==> config.mk <==
export PLATFORM = sky130hd
export DESIGN_NAME = sdft_timing
export DESIGN_NICKNAME = d
export VERILOG_FILES = /design/src/sdft_pkg.sv /design/src/sdft_tick_if.sv /design/src/sdft_sinc_tick.sv /design/src/sdft_timing.sv
export SDC_FILE = /design/constraint.sdc
export NUM_CORES = 1
export LEC_CHECK = 0
export BUFFER_PORTS_ARGS = -buffer_cell sky130_fd_sc_hd__buf_4
export CORE_MARGIN = 2
export CORE_UTILIZATION = 66
export DETAILED_ROUTE_END_ITERATION = 10
export GPL_ROUTABILITY_DRIVEN = 0
export PLACE_DENSITY_LB_ADDON = 0.08
export SETUP_SLACK_MARGIN = 0.5
export SLEW_MARGIN = 20
export SYNTH_ARGS = -nofsm -noshare
export SYNTH_HDL_FRONTEND = slang
export SYNTH_SLANG_ARGS = --single-unit
==> constraint.sdc <==
create_clock -name pclk -period 11.5 [get_ports pclk]
set_clock_uncertainty 0.1 [all_clocks]
set_input_delay 1.725 -clock pclk [delete_from_list [all_inputs] [get_ports pclk]]
set_output_delay 1.725 -clock pclk [all_outputs]
set_load 0.02 [all_outputs]
==> src/sdft_pkg.sv <==
// Shared constants and types of the sigma-delta filter timing block.
package sdft_pkg;
    //==========================================================
    // Clocks
    localparam int unsigned MCLK_KHZ = 4920;
    localparam int unsigned PCLK_KHZ = 50000;
    localparam int unsigned PHASE_W = 16;
    localparam logic [PHASE_W-1:0] PHASE_STEP = PHASE_W'(MCLK_KHZ);
    localparam logic [PHASE_W-1:0] PHASE_MOD = PHASE_W'(PCLK_KHZ);
    //==========================================================
    // Filter timing
    localparam int unsigned DECIM_DEF = 1024;
    localparam int unsigned FS_W = 10;
    localparam int unsigned FS_MAX = 1023;
    localparam int unsigned SINC3_ORDER = 3;
    localparam int unsigned SINC4_ORDER = 4;
    localparam int unsigned CHOP_SETTLE = 2;
    localparam int unsigned PLAIN_SETTLE = 1;
    localparam int unsigned CHAN_W = 4;
    //==========================================================
    // Register map
    localparam logic [7:0] ADDR_CTRL = 8'h00;
    localparam logic [7:0] ADDR_CHAN = 8'h04;
    localparam logic [7:0] ADDR_STAT = 8'h08;
    localparam logic [7:0] ADDR_DATA = 8'h0c;
    localparam logic [7:0] ADDR_NOTCH = 8'h10;
    localparam int unsigned CTRL_FS_LSB = 0;
    localparam int unsigned CTRL_AVG_LO = 16;
    localparam int unsigned CTRL_AVG_HI = 17;
    localparam int unsigned CTRL_SIXTY = 20;
    localparam int unsigned CTRL_CHOP = 21;
    localparam int unsigned CTRL_RUN = 24;
    localparam logic [FS_W-1:0] FS_RST = 10'h060;
    localparam int unsigned STAT_RUN = 0;
    localparam int unsigned STAT_SETTLE = 1;
    localparam int unsigned STAT_CHOP = 2;
    localparam int unsigned STAT_READY = 3;
    localparam int unsigned STAT_CHAN_LSB = 4;
    //==========================================================
    // Conversion engine states
    typedef enum logic [1:0] {
        ST_IDLE = 2'b00,
        ST_SETTLE = 2'b01,
        ST_RUN = 2'b10
    } sdft_state_e;
endpackage : sdft_pkg

==> src/sdft_tick_if.sv <==
// Link between the conversion engine and the sinc decimation counter.
`timescale 1ns/1ps
`default_nettype none
interface sdft_tick_if #(parameter int unsigned DIV_W = 20);
    logic ce;
    logic mclk_en;
    logic clear;
    logic [DIV_W-1:0] div;
    logic tick;
    modport ctrl (output ce, output mclk_en, output clear, output div, input tick);
    modport cnt (input ce, input mclk_en, input clear, input div, output tick);
endinterface : sdft_tick_if
`default_nettype wire

==> src/sdft_sinc_tick.sv <==
// Sinc decimation counter: one tick per sinc output word.
`timescale 1ns/1ps
`default_nettype none
module sdft_sinc_tick
    import sdft_pkg::*;
#(
    parameter int unsigned DIV_W = 20
)(
    // Clock and reset
    input wire logic pclk,
    input wire logic presetn,
    // Engine side
    sdft_tick_if.cnt tk
);
    logic [DIV_W-1:0] cnt_q, cnt_d;
    logic tick_q, tick_d;
    logic [DIV_W-1:0] seen_q, seen_d;

    //==========================================================
    // Counter
    always_comb begin
        cnt_d = cnt_q;
        tick_d = 1'b0;
        if (tk.clear) begin
            cnt_d = '0;
        end else if (tk.mclk_en) begin
            if (cnt_q >= tk.div - DIV_W'(1)) begin
                cnt_d = '0;
                tick_d = 1'b1;
            end else begin
                cnt_d = cnt_q + DIV_W'(1);
            end
        end
    end

    always_ff @(posedge pclk or negedge presetn) begin
        if (!presetn) begin
            cnt_q <= '0;
            tick_q <= 1'b0;
        end else if (tk.ce) begin
            cnt_q <= cnt_d;
            tick_q <= tick_d;
        end
    end

    assign tk.tick = tick_q;

    //==========================================================
    // Checks
    always_comb begin
        seen_d = seen_q;
        if (tk.clear || tick_d) begin
            seen_d = '0;
        end else if (tk.mclk_en) begin
            seen_d = seen_q + DIV_W'(1);
        end
    end

    always_ff @(posedge pclk or negedge presetn) begin
        if (!presetn) begin
            seen_q <= '0;
        end else if (tk.ce) begin
            seen_q <= seen_d;
        end
    end
endmodule : sdft_sinc_tick
`default_nettype wire

==> src/sdft_timing.sv <==
// Conversion timing, decimation and postfilter control for the sigma-delta filter.
//
// Our own choices: the register offsets and the APB interface to the registers.
`timescale 1ns/1ps
`default_nettype none

//==============================================================
// Operation
// - Chopped sinc3: result every 3*1024*rate ticks
// - Chopping needs two periods to settle
// - Channel change resets modulator and filter
// - First result after settling, then periodic
// - Keep converting at rate after steps
// - Chop notches at odd half-rate multiples
// - Sixty hertz notch keeps the rate
// - Both average bits zero disable fast settling
// - Postfilter averages 2, 8 or 16 outputs
// - Fast sinc4: (3+average)*1024*rate ticks
// - Fast unchopped settles in one period
// - Asynchronous step gives one unsettled result
// - Chop in fast mode doubles settling only
// - First sinc notch at clock/(1024*rate)
// - Postfilter notches at sinc notch/average
// - Master clock nominally 4.92 MHz
// - Chopped sinc3 cutoff is 0.24 rate
// - Chop swaps polarity and averages pairs
module sdft_timing
    import sdft_pkg::*;
#(
    parameter int unsigned DECIM = DECIM_DEF,
    parameter int unsigned DATA_W = 24
)(
    // Clock, reset and freeze
    input wire logic pclk,
    input wire logic presetn,
    input wire logic ce,
    // APB slave
    input wire logic psel,
    input wire logic penable,
    input wire logic pwrite,
    input wire logic [7:0] paddr,
    input wire logic [31:0] pwdata,
    output logic [31:0] prdata,
    output logic pready,
    output logic pslverr,
    // Sinc stage
    input wire logic signed [DATA_W-1:0] sinc_data,
    output logic sinc_strobe,
    output logic sinc4_select,
    output logic sixty_notch_on,
    // Front end
    output logic filter_reset,
    output logic chop_swap,
    // Results
    output logic [DATA_W-1:0] result_data,
    output logic [CHAN_W-1:0] result_chan,
    output logic result_valid
);
    localparam int unsigned DIV_W = $clog2(DECIM * FS_MAX + 1);
    localparam int unsigned ACC_W = DATA_W + 4;

    if (DECIM < 1 || DECIM > DECIM_DEF || DATA_W < 8 || DATA_W > 31) begin : g_bad_param
        $error("sdft_timing: DECIM or DATA_W out of range");
    end

    function automatic logic [2:0] avg_shift(input logic [1:0] sel);
        case (sel)
            2'b01: avg_shift = 3'd1;
            2'b10: avg_shift = 3'd3;
            2'b11: avg_shift = 3'd4;
            default: avg_shift = 3'd0;
        endcase
    endfunction : avg_shift

    function automatic logic addr_known(input logic [7:0] a);
        if (a == ADDR_CTRL) addr_known = 1'b1;
        else if (a == ADDR_CHAN) addr_known = 1'b1;
        else if (a == ADDR_STAT) addr_known = 1'b1;
        else if (a == ADDR_DATA) addr_known = 1'b1;
        else if (a == ADDR_NOTCH) addr_known = 1'b1;
        else addr_known = 1'b0;
    endfunction : addr_known

    sdft_tick_if #(.DIV_W(DIV_W)) tk ();

    sdft_sinc_tick #(.DIV_W(DIV_W)) u_tick (
        .pclk(pclk),
        .presetn(presetn),
        .tk(tk)
    );

    //==========================================================
    // Master clock enable
    logic [PHASE_W-1:0] phase_q, phase_d;
    logic mclk_q, mclk_d;

    // A fractional accumulator keeps the long-run master rate exact.
    always_comb begin
        phase_d = phase_q + PHASE_STEP;
        mclk_d = 1'b0;
        if (phase_d >= PHASE_MOD) begin
            phase_d = phase_d - PHASE_MOD;
            mclk_d = 1'b1;
        end
    end

    always_ff @(posedge pclk or negedge presetn) begin
        if (!presetn) begin
            phase_q <= '0;
            mclk_q <= 1'b0;
        end else if (ce) begin
            phase_q <= phase_d;
            mclk_q <= mclk_d;
        end
    end

    //==========================================================
    // Mode decode
    logic fast, chop_on;
    logic [2:0] sh;
    logic [4:0] avg_n, mult;
    logic [1:0] need;
    logic [FS_W-1:0] fs_q, fs_d;
    logic [1:0] avg_q, avg_d;
    logic sixty_q, sixty_d, chop_q, chop_d, run_q, run_d;
    logic [CHAN_W-1:0] chan_q, chan_d;
    logic restart_q, restart_d;

    assign fast = |avg_q;
    assign chop_on = !fast || chop_q;
    assign sh = avg_shift(avg_q);
    assign avg_n = 5'd1 << sh;
    assign mult = fast ? 5'(SINC4_ORDER - 1) + avg_n : 5'(SINC3_ORDER);
    assign need = chop_on ? 2'(CHOP_SETTLE) : 2'(PLAIN_SETTLE);
    assign tk.ce = ce;
    assign tk.mclk_en = mclk_q;
    assign tk.clear = restart_q || !run_q;
    assign tk.div = DIV_W'(DECIM) * DIV_W'(fs_q);

    //==========================================================
    // Conversion engine
    sdft_state_e state_q, state_d;
    logic [4:0] k_q, k_d;
    logic signed [ACC_W-1:0] acc_q, acc_d, acc_sum;
    logic signed [DATA_W-1:0] prev_q, prev_d, conv;
    logic signed [DATA_W:0] diff;
    logic swap_q, swap_d, sinc4_q, sinc4_d;
    logic [1:0] settle_q, settle_d;
    logic [DATA_W-1:0] result_q, result_d;
    logic [CHAN_W-1:0] rchan_q, rchan_d;
    logic rvalid_q, rvalid_d, conv_end;

    assign conv_end = tk.tick && run_q && !restart_q && (k_q + 5'd1 == mult);

    always_comb begin
        state_d = state_q;
        k_d = k_q;
        acc_d = acc_q;
        prev_d = prev_q;
        swap_d = swap_q;
        settle_d = settle_q;
        result_d = result_q;
        rchan_d = rchan_q;
        rvalid_d = 1'b0;
        sinc4_d = fast;
        acc_sum = acc_q;
        conv = '0;
        diff = '0;
        if (restart_q || !run_q) begin
            state_d = run_q ? ST_SETTLE : ST_IDLE;
            k_d = '0;
            acc_d = '0;
            prev_d = '0;
            swap_d = 1'b0;
            settle_d = '0;
        end else if (tk.tick) begin
            // Input steps are not detected; the cadence never restarts on its own.
            if (k_q + 5'd1 > mult - avg_n) begin
                acc_sum = acc_q + ACC_W'(sinc_data);
            end
            k_d = k_q + 5'd1;
            acc_d = acc_sum;
            if (conv_end) begin
                k_d = '0;
                acc_d = '0;
                conv = DATA_W'(acc_sum >>> sh);
                prev_d = conv;
                swap_d = chop_on ? !swap_q : swap_q;
                if (swap_q) begin
                    diff = (DATA_W + 1)'(prev_q) - (DATA_W + 1)'(conv);
                end else begin
                    diff = (DATA_W + 1)'(conv) - (DATA_W + 1)'(prev_q);
                end
                if (settle_q < need) begin
                    settle_d = settle_q + 2'd1;
                end
                // Pair averaging of opposite polarities gives the half-rate notches.
                if (settle_q + 2'd1 >= need) begin
                    state_d = ST_RUN;
                    rvalid_d = 1'b1;
                    rchan_d = chan_q;
                    result_d = chop_on ? DATA_W'(diff >>> 1) : conv;
                end
            end
        end
    end

    always_ff @(posedge pclk or negedge presetn) begin
        if (!presetn) begin
            state_q <= ST_IDLE;
            k_q <= '0;
            acc_q <= '0;
            prev_q <= '0;
            swap_q <= 1'b0;
            settle_q <= '0;
            result_q <= '0;
            rchan_q <= '0;
            rvalid_q <= 1'b0;
            sinc4_q <= 1'b0;
        end else if (ce) begin
            state_q <= state_d;
            k_q <= k_d;
            acc_q <= acc_d;
            prev_q <= prev_d;
            swap_q <= swap_d;
            settle_q <= settle_d;
            result_q <= result_d;
            rchan_q <= rchan_d;
            rvalid_q <= rvalid_d;
            sinc4_q <= sinc4_d;
        end
    end

    //==========================================================
    // APB registers
    logic setup, wr_en, rd_data;
    logic [31:0] prdata_q, prdata_d;
    logic pready_q, pready_d, pslverr_q, pslverr_d, ready_q, ready_d;

    assign setup = psel && !penable;
    assign wr_en = psel && penable && pready_q && pwrite && !pslverr_q;
    assign rd_data = psel && penable && pready_q && !pwrite && paddr == ADDR_DATA;

    always_comb begin
        fs_d = fs_q;
        avg_d = avg_q;
        sixty_d = sixty_q;
        chop_d = chop_q;
        run_d = run_q;
        chan_d = chan_q;
        restart_d = 1'b0;
        pready_d = 1'b0;
        pslverr_d = 1'b0;
        prdata_d = prdata_q;
        // A new result wins over a read that clears the flag.
        ready_d = (ready_q && !rd_data) || rvalid_d;
        if (setup) begin
            pready_d = 1'b1;
            pslverr_d = !addr_known(paddr);
            prdata_d = '0;
            if (paddr == ADDR_CTRL) begin
                prdata_d[CTRL_FS_LSB +: FS_W] = fs_q;
                prdata_d[CTRL_AVG_LO] = avg_q[0];
                prdata_d[CTRL_AVG_HI] = avg_q[1];
                prdata_d[CTRL_SIXTY] = sixty_q;
                prdata_d[CTRL_CHOP] = chop_q;
                prdata_d[CTRL_RUN] = run_q;
            end else if (paddr == ADDR_CHAN) begin
                prdata_d[CHAN_W-1:0] = chan_q;
            end else if (paddr == ADDR_STAT) begin
                prdata_d[STAT_RUN] = state_q == ST_RUN;
                prdata_d[STAT_SETTLE] = state_q == ST_SETTLE;
                prdata_d[STAT_CHOP] = swap_q;
                prdata_d[STAT_READY] = ready_q;
                prdata_d[STAT_CHAN_LSB +: CHAN_W] = rchan_q;
            end else if (paddr == ADDR_DATA) begin
                prdata_d[DATA_W-1:0] = result_q;
            end else if (paddr == ADDR_NOTCH) begin
                prdata_d[DIV_W-1:0] = tk.div;
            end
        end
        if (wr_en) begin
            if (paddr == ADDR_CTRL) begin
                fs_d = pwdata[CTRL_FS_LSB +: FS_W];
                if (fs_d == '0) begin
                    fs_d = FS_W'(1);
                end
                avg_d = {pwdata[CTRL_AVG_HI], pwdata[CTRL_AVG_LO]};
                sixty_d = pwdata[CTRL_SIXTY];
                chop_d = pwdata[CTRL_CHOP];
                run_d = pwdata[CTRL_RUN];
                restart_d = 1'b1;
            end else if (paddr == ADDR_CHAN) begin
                chan_d = pwdata[CHAN_W-1:0];
                restart_d = 1'b1;
            end
        end
    end

    always_ff @(posedge pclk or negedge presetn) begin
        if (!presetn) begin
            fs_q <= FS_RST;
            avg_q <= 2'b00;
            sixty_q <= 1'b0;
            chop_q <= 1'b0;
            run_q <= 1'b0;
            chan_q <= '0;
            restart_q <= 1'b0;
            pready_q <= 1'b0;
            pslverr_q <= 1'b0;
            prdata_q <= '0;
            ready_q <= 1'b0;
        end else if (ce) begin
            fs_q <= fs_d;
            avg_q <= avg_d;
            sixty_q <= sixty_d;
            chop_q <= chop_d;
            run_q <= run_d;
            chan_q <= chan_d;
            restart_q <= restart_d;
            pready_q <= pready_d;
            pslverr_q <= pslverr_d;
            prdata_q <= prdata_d;
            ready_q <= ready_d;
        end
    end

    assign prdata = prdata_q;
    assign pready = pready_q;
    assign pslverr = pslverr_q;
    assign sinc_strobe = tk.tick;
    assign sinc4_select = sinc4_q;
    assign sixty_notch_on = sixty_q;
    assign filter_reset = restart_q;
    assign chop_swap = swap_q;
    assign result_data = result_q;
    assign result_chan = rchan_q;
    assign result_valid = rvalid_q;

    //==========================================================
    // Checks
    logic [31:0] mc_q, mc_d;
    logic [1:0] seen_q, seen_d;

    always_comb begin
        mc_d = mc_q;
        seen_d = seen_q;
        if (tk.clear) begin
            mc_d = '0;
            seen_d = '0;
        end else if (conv_end) begin
            mc_d = {31'h0, mclk_q};
            seen_d = (seen_q == 2'd3) ? seen_q : seen_q + 2'd1;
        end else if (mclk_q) begin
            mc_d = mc_q + 32'h1;
        end
    end

    always_ff @(posedge pclk or negedge presetn) begin
        if (!presetn) begin
            mc_q <= '0;
            seen_q <= '0;
        end else if (ce) begin
            mc_q <= mc_d;
            seen_q <= seen_d;
        end
    end
endmodule : sdft_timing
`default_nettype wire

==> results by group <==
Place
  – DP Worst Slack: 3.37 ns
  – Hpwl dp: roughly 30000 um
  – Port bufs: approximately 110

Critical path
  – Crit path depth: 28
  – CP most frequent cell: o21ai_0
  – Type of origin of the critical path: input pin
  – WS Path Type: input pin to flip-flop
  – Largest fanout on the critical path: 8
  – Bufs and invs on worst path: 2
  – Largest delay share family, worst path: compound AO/OA/AOI/OAI gates
  – Crit path largest cell delay: 0.82 ns
  – Slowest CP cell: o21ai_0
  – Arr. time, crit path: slightly above 8 ns
  – Critical Path Sink Type: flip-flop
  – Required time worst endpoint: between 10 and 15 ns
  – R2R depth: 27

Drt
  – Met3 routed WL: approximately 3000 um
  – DR top layer: met4
  – Vias after detailed routing: between 10000 and 15000
  – First-pass iteration count of the detailed router: 5
  – Met2 routed WL: about 20000 um
  – Met1 Wirelength: ~17000 um
  – Final ANT Viol Nets: 0
  – Via density per instance: approximately 6.7
  – Routed len/inst: slightly below 20 um
  – DR DRC count: 0
  – Total Wirelength: slightly above 40000 um
  – Starting DRT DRC Count: roughly 1400

Hold path
  – Worst Hold Class: flip-flop to flip-flop
  – Hold Crit Depth: 2

Final layout
  – Most common cell after layout, fill and taps aside: nand2_1
  – Layout cell share with drive strength beyond 1: between 10 and 15%
  – Final-stage net count: roughly 2000
  – Commonest cells after routing, fill and taps aside: nand2_1, dfrtp_1, o21ai_0
  – Final core occ: 74.2%
  – Synthesis-to-finish area growth: 10.1%
  – Diodes inserted: 0

Synth
  – Post-Syn Area: 14700 um^2
  – Synth warn: 0
  – Ys async rst share: 100%
  – Primary FF master, synth: dfrtp_1
  – Mean Syn Cell Area: 8.34 um^2
  – Register area share after synthesis: between 20 and 30%
  – Unique cell type count in the Yosys netlist: around 110
  – Synth Instances: ~1800
  – Post-synth EDFFs: 0
  – Synth Register Bits: roughly 180

Timing
  – Slew at the pin with the worst max-slew slack: 1.07 ns
  – Max-slew violations: 0
  – Final hold violations: 0
  – Period utilization: 69.0%
  – Final Setup Violations: 0
  – Max Fclk: 126 MHz
  – Post-layout min period: 7.94 ns
  – Final TNS setup: 0 ns
  – Setup ws final: between 3 and 4 ns
  – Unrepaired setup endpoints after global routing: no
  – Max_slew headroom: about 28%

Die
  – Initial Utilization: just under 70%
  – Io pins: approximately 140
  – Core box area: between 20000 and 25000 um^2
  – Die W: ~150 um
  – Site row count: 54
  – Height of the die: roughly 150 um
  – Die ar.: roughly 23000 um^2

Clock tree
  – CTS sink cnt: 175
  – Worst-Skew Late Latency: 0.45 ns
  – # H-tree levels: 4
  – Post-CTS Resized: 0
  – CTS Root Cell: clkbuf_16
  – CTS buffer count: 17
  – Hold_buf cts: 0
  – Max Buffers Root-to-Sink: 2
  – # Post-CTS Setup Buffers: 0
  – CTS tree: done
  – Reg clk slew, reported paths: ~0.08 ns

GRT
  – Initial antenna violation count: 0
  – GRT Residual Overflow: 0
  – Pin count of the biggest net entering global routing: roughly 110
  – Vias in the first global route: 13300
  – GRT Resource Usage Total: a little over a third
  – First-pass GRT wire length: 68000 um

Outcome
  – Status: completed

Flow run
  – Max-cap violations: 0

Power
  – Leakage: approximately 0.0079 uW
  – Worst VDD drop: between 0.00009 and 0.0001 V
  – Pwr Density: between 90 and 100 nW/um^2
==> final cells by class <==
| cell class | instances | area, um^2 |
|---|---|---|
| Clock inverter | 15 | 168 |
| Sequential cell | 175 | 4380 |
| Clock buffer | 17 | 425 |
| Inverter | 90 | 338 |
| Tap cell | 280 | 350 |
| Timing Repair Buffer | 127 | 960 |
| Multi-Input combinational cell | 1402 | 9570 |
| Fill cell | 1679 | 5630 |
==> logic make-up (layout without fill, tap and decap cells) <==
logic type / after synthesis / after routing / share of synthesized area [%]
flip-flops: 175 / 175 / 29.8
other: 2 / 9 / 0.0511
AO/OA/AOI/OAI: 573 / 573 / 26.8
XOR/XNOR: 69 / 69 / 4.11
buffers and inverters: 193 / 249 / 5.33
AND/OR/NAND/NOR: 567 / 567 / 18.1
adder cells (fa/ha/maj): 101 / 101 / 8.75
multiplexers: 83 / 83 / 6.99
==> worst reg2reg max path, cell delays in order (launching register included) <==
cell and delay, ns:
dfrtp_1 0.45, ha_1 0.26, nand3_1 0.11, xor2_1 0.29
inv_1 0.08, ha_1 0.36, and4_4 0.28, a221oi_4 0.10
nor2_4 0.79, o211ai_1 0.18, o21ai_0 0.18, a31oi_1 0.12
a211oi_1 0.42, mux2i_1 0.14, o21ai_0 0.82, inv_1 0.12
ha_1 0.50, nand2_1 0.17, nor3_1 0.31, and3_1 0.26
a21oi_1 0.07, o21ai_0 0.11, a211oi_1 0.10, a31o_2 0.23
o22ai_1 0.30, a21oi_1 0.14, xor2_1 0.16, o221ai_1 0.13
==> metrics by stage <==
step / total power (uW) / cell area, um^2 / hold WS (ns) / std cells
3_3_place_gp: 1020 / 15600 / 0.359 / 2074
2_1_floorplan: 948 / 14700 / 0.350 / 1770
3_5_place_dp: 1030 / 15600 / 0.364 / 2074
5_1_grt: 1690 / 16200 / 0.416 / 2106
6_report: 1620 / 16200 / 0.385 / 2106
4_1_cts: 1620 / 16200 / 0.386 / 2106
==> synthesized netlist by cell type, types with 16 or more instances <==
master	n	area, um^2
nand2_1	232	871
dfrtp_1	173	4330
o21ai_0	133	666
a21oi_1	130	651
nor2_1	107	402
ha_1	98	1230
inv_1	87	327
clkbuf_1	78	293
a21o_1	46	345
xnor2_1	43	377
mux2i_1	38	380
nor3_1	35	175
nand3_1	34	170
mux2_2	32	360
a31oi_1	31	194
and3_1	28	175
a22o_1	27	236
xor2_1	26	228
nand2b_1	23	144
nor2b_1	18	113
or3_1	17	106
a211oi_1	16	120
and2_1	16	100
o211ai_1	16	120
==> routing by layer <==
metal / vias to the layer above / GRT usage, %
met4: 0 / 14.2
met2: 686 / 58.7
met3: 124 / 6.18
li1: 6524 / -
met5: - / 0
met1: 6747 / 45.9
==> registers in the layout (all words and copies together), names as in the netlist, 2 cells and up <==
| signal | cells |
|---|---|
| acc_q | 28 |
| avg_q | 2 |
| chan_q | 4 |
| fs_q | 10 |
| k_q | 5 |
| phase_q | 13 |
| prdata | 25 |
| prev_q | 24 |
| result_chan | 4 |
| result_data | 24 |
| settle_q | 2 |
| state_q | 2 |
| u_tick.cnt_q | 20 |
==> final timing paths <==
path,start,to,slack [ns]
worst max register to register,k_q[0],result_data[22],4.08
worst min-delay path,prdata[6],prdata[6],0.39
worst max-delay path,sinc_data[0],result_data[22],3.56
min in group asynchronous,presetn,phase_q[7],1.29
max in group asynchronous,presetn,sixty_notch_on,8.51
worst min register to register,prdata[6],prdata[6],0.39
==> where the power goes <==
group	leakage, uW	internal [uW]	switching, uW
logic	0.00519	140	200
registers	0.00239	642	45.6
clock network	0.000288	294	297
(Power assumes the default switching activity.)
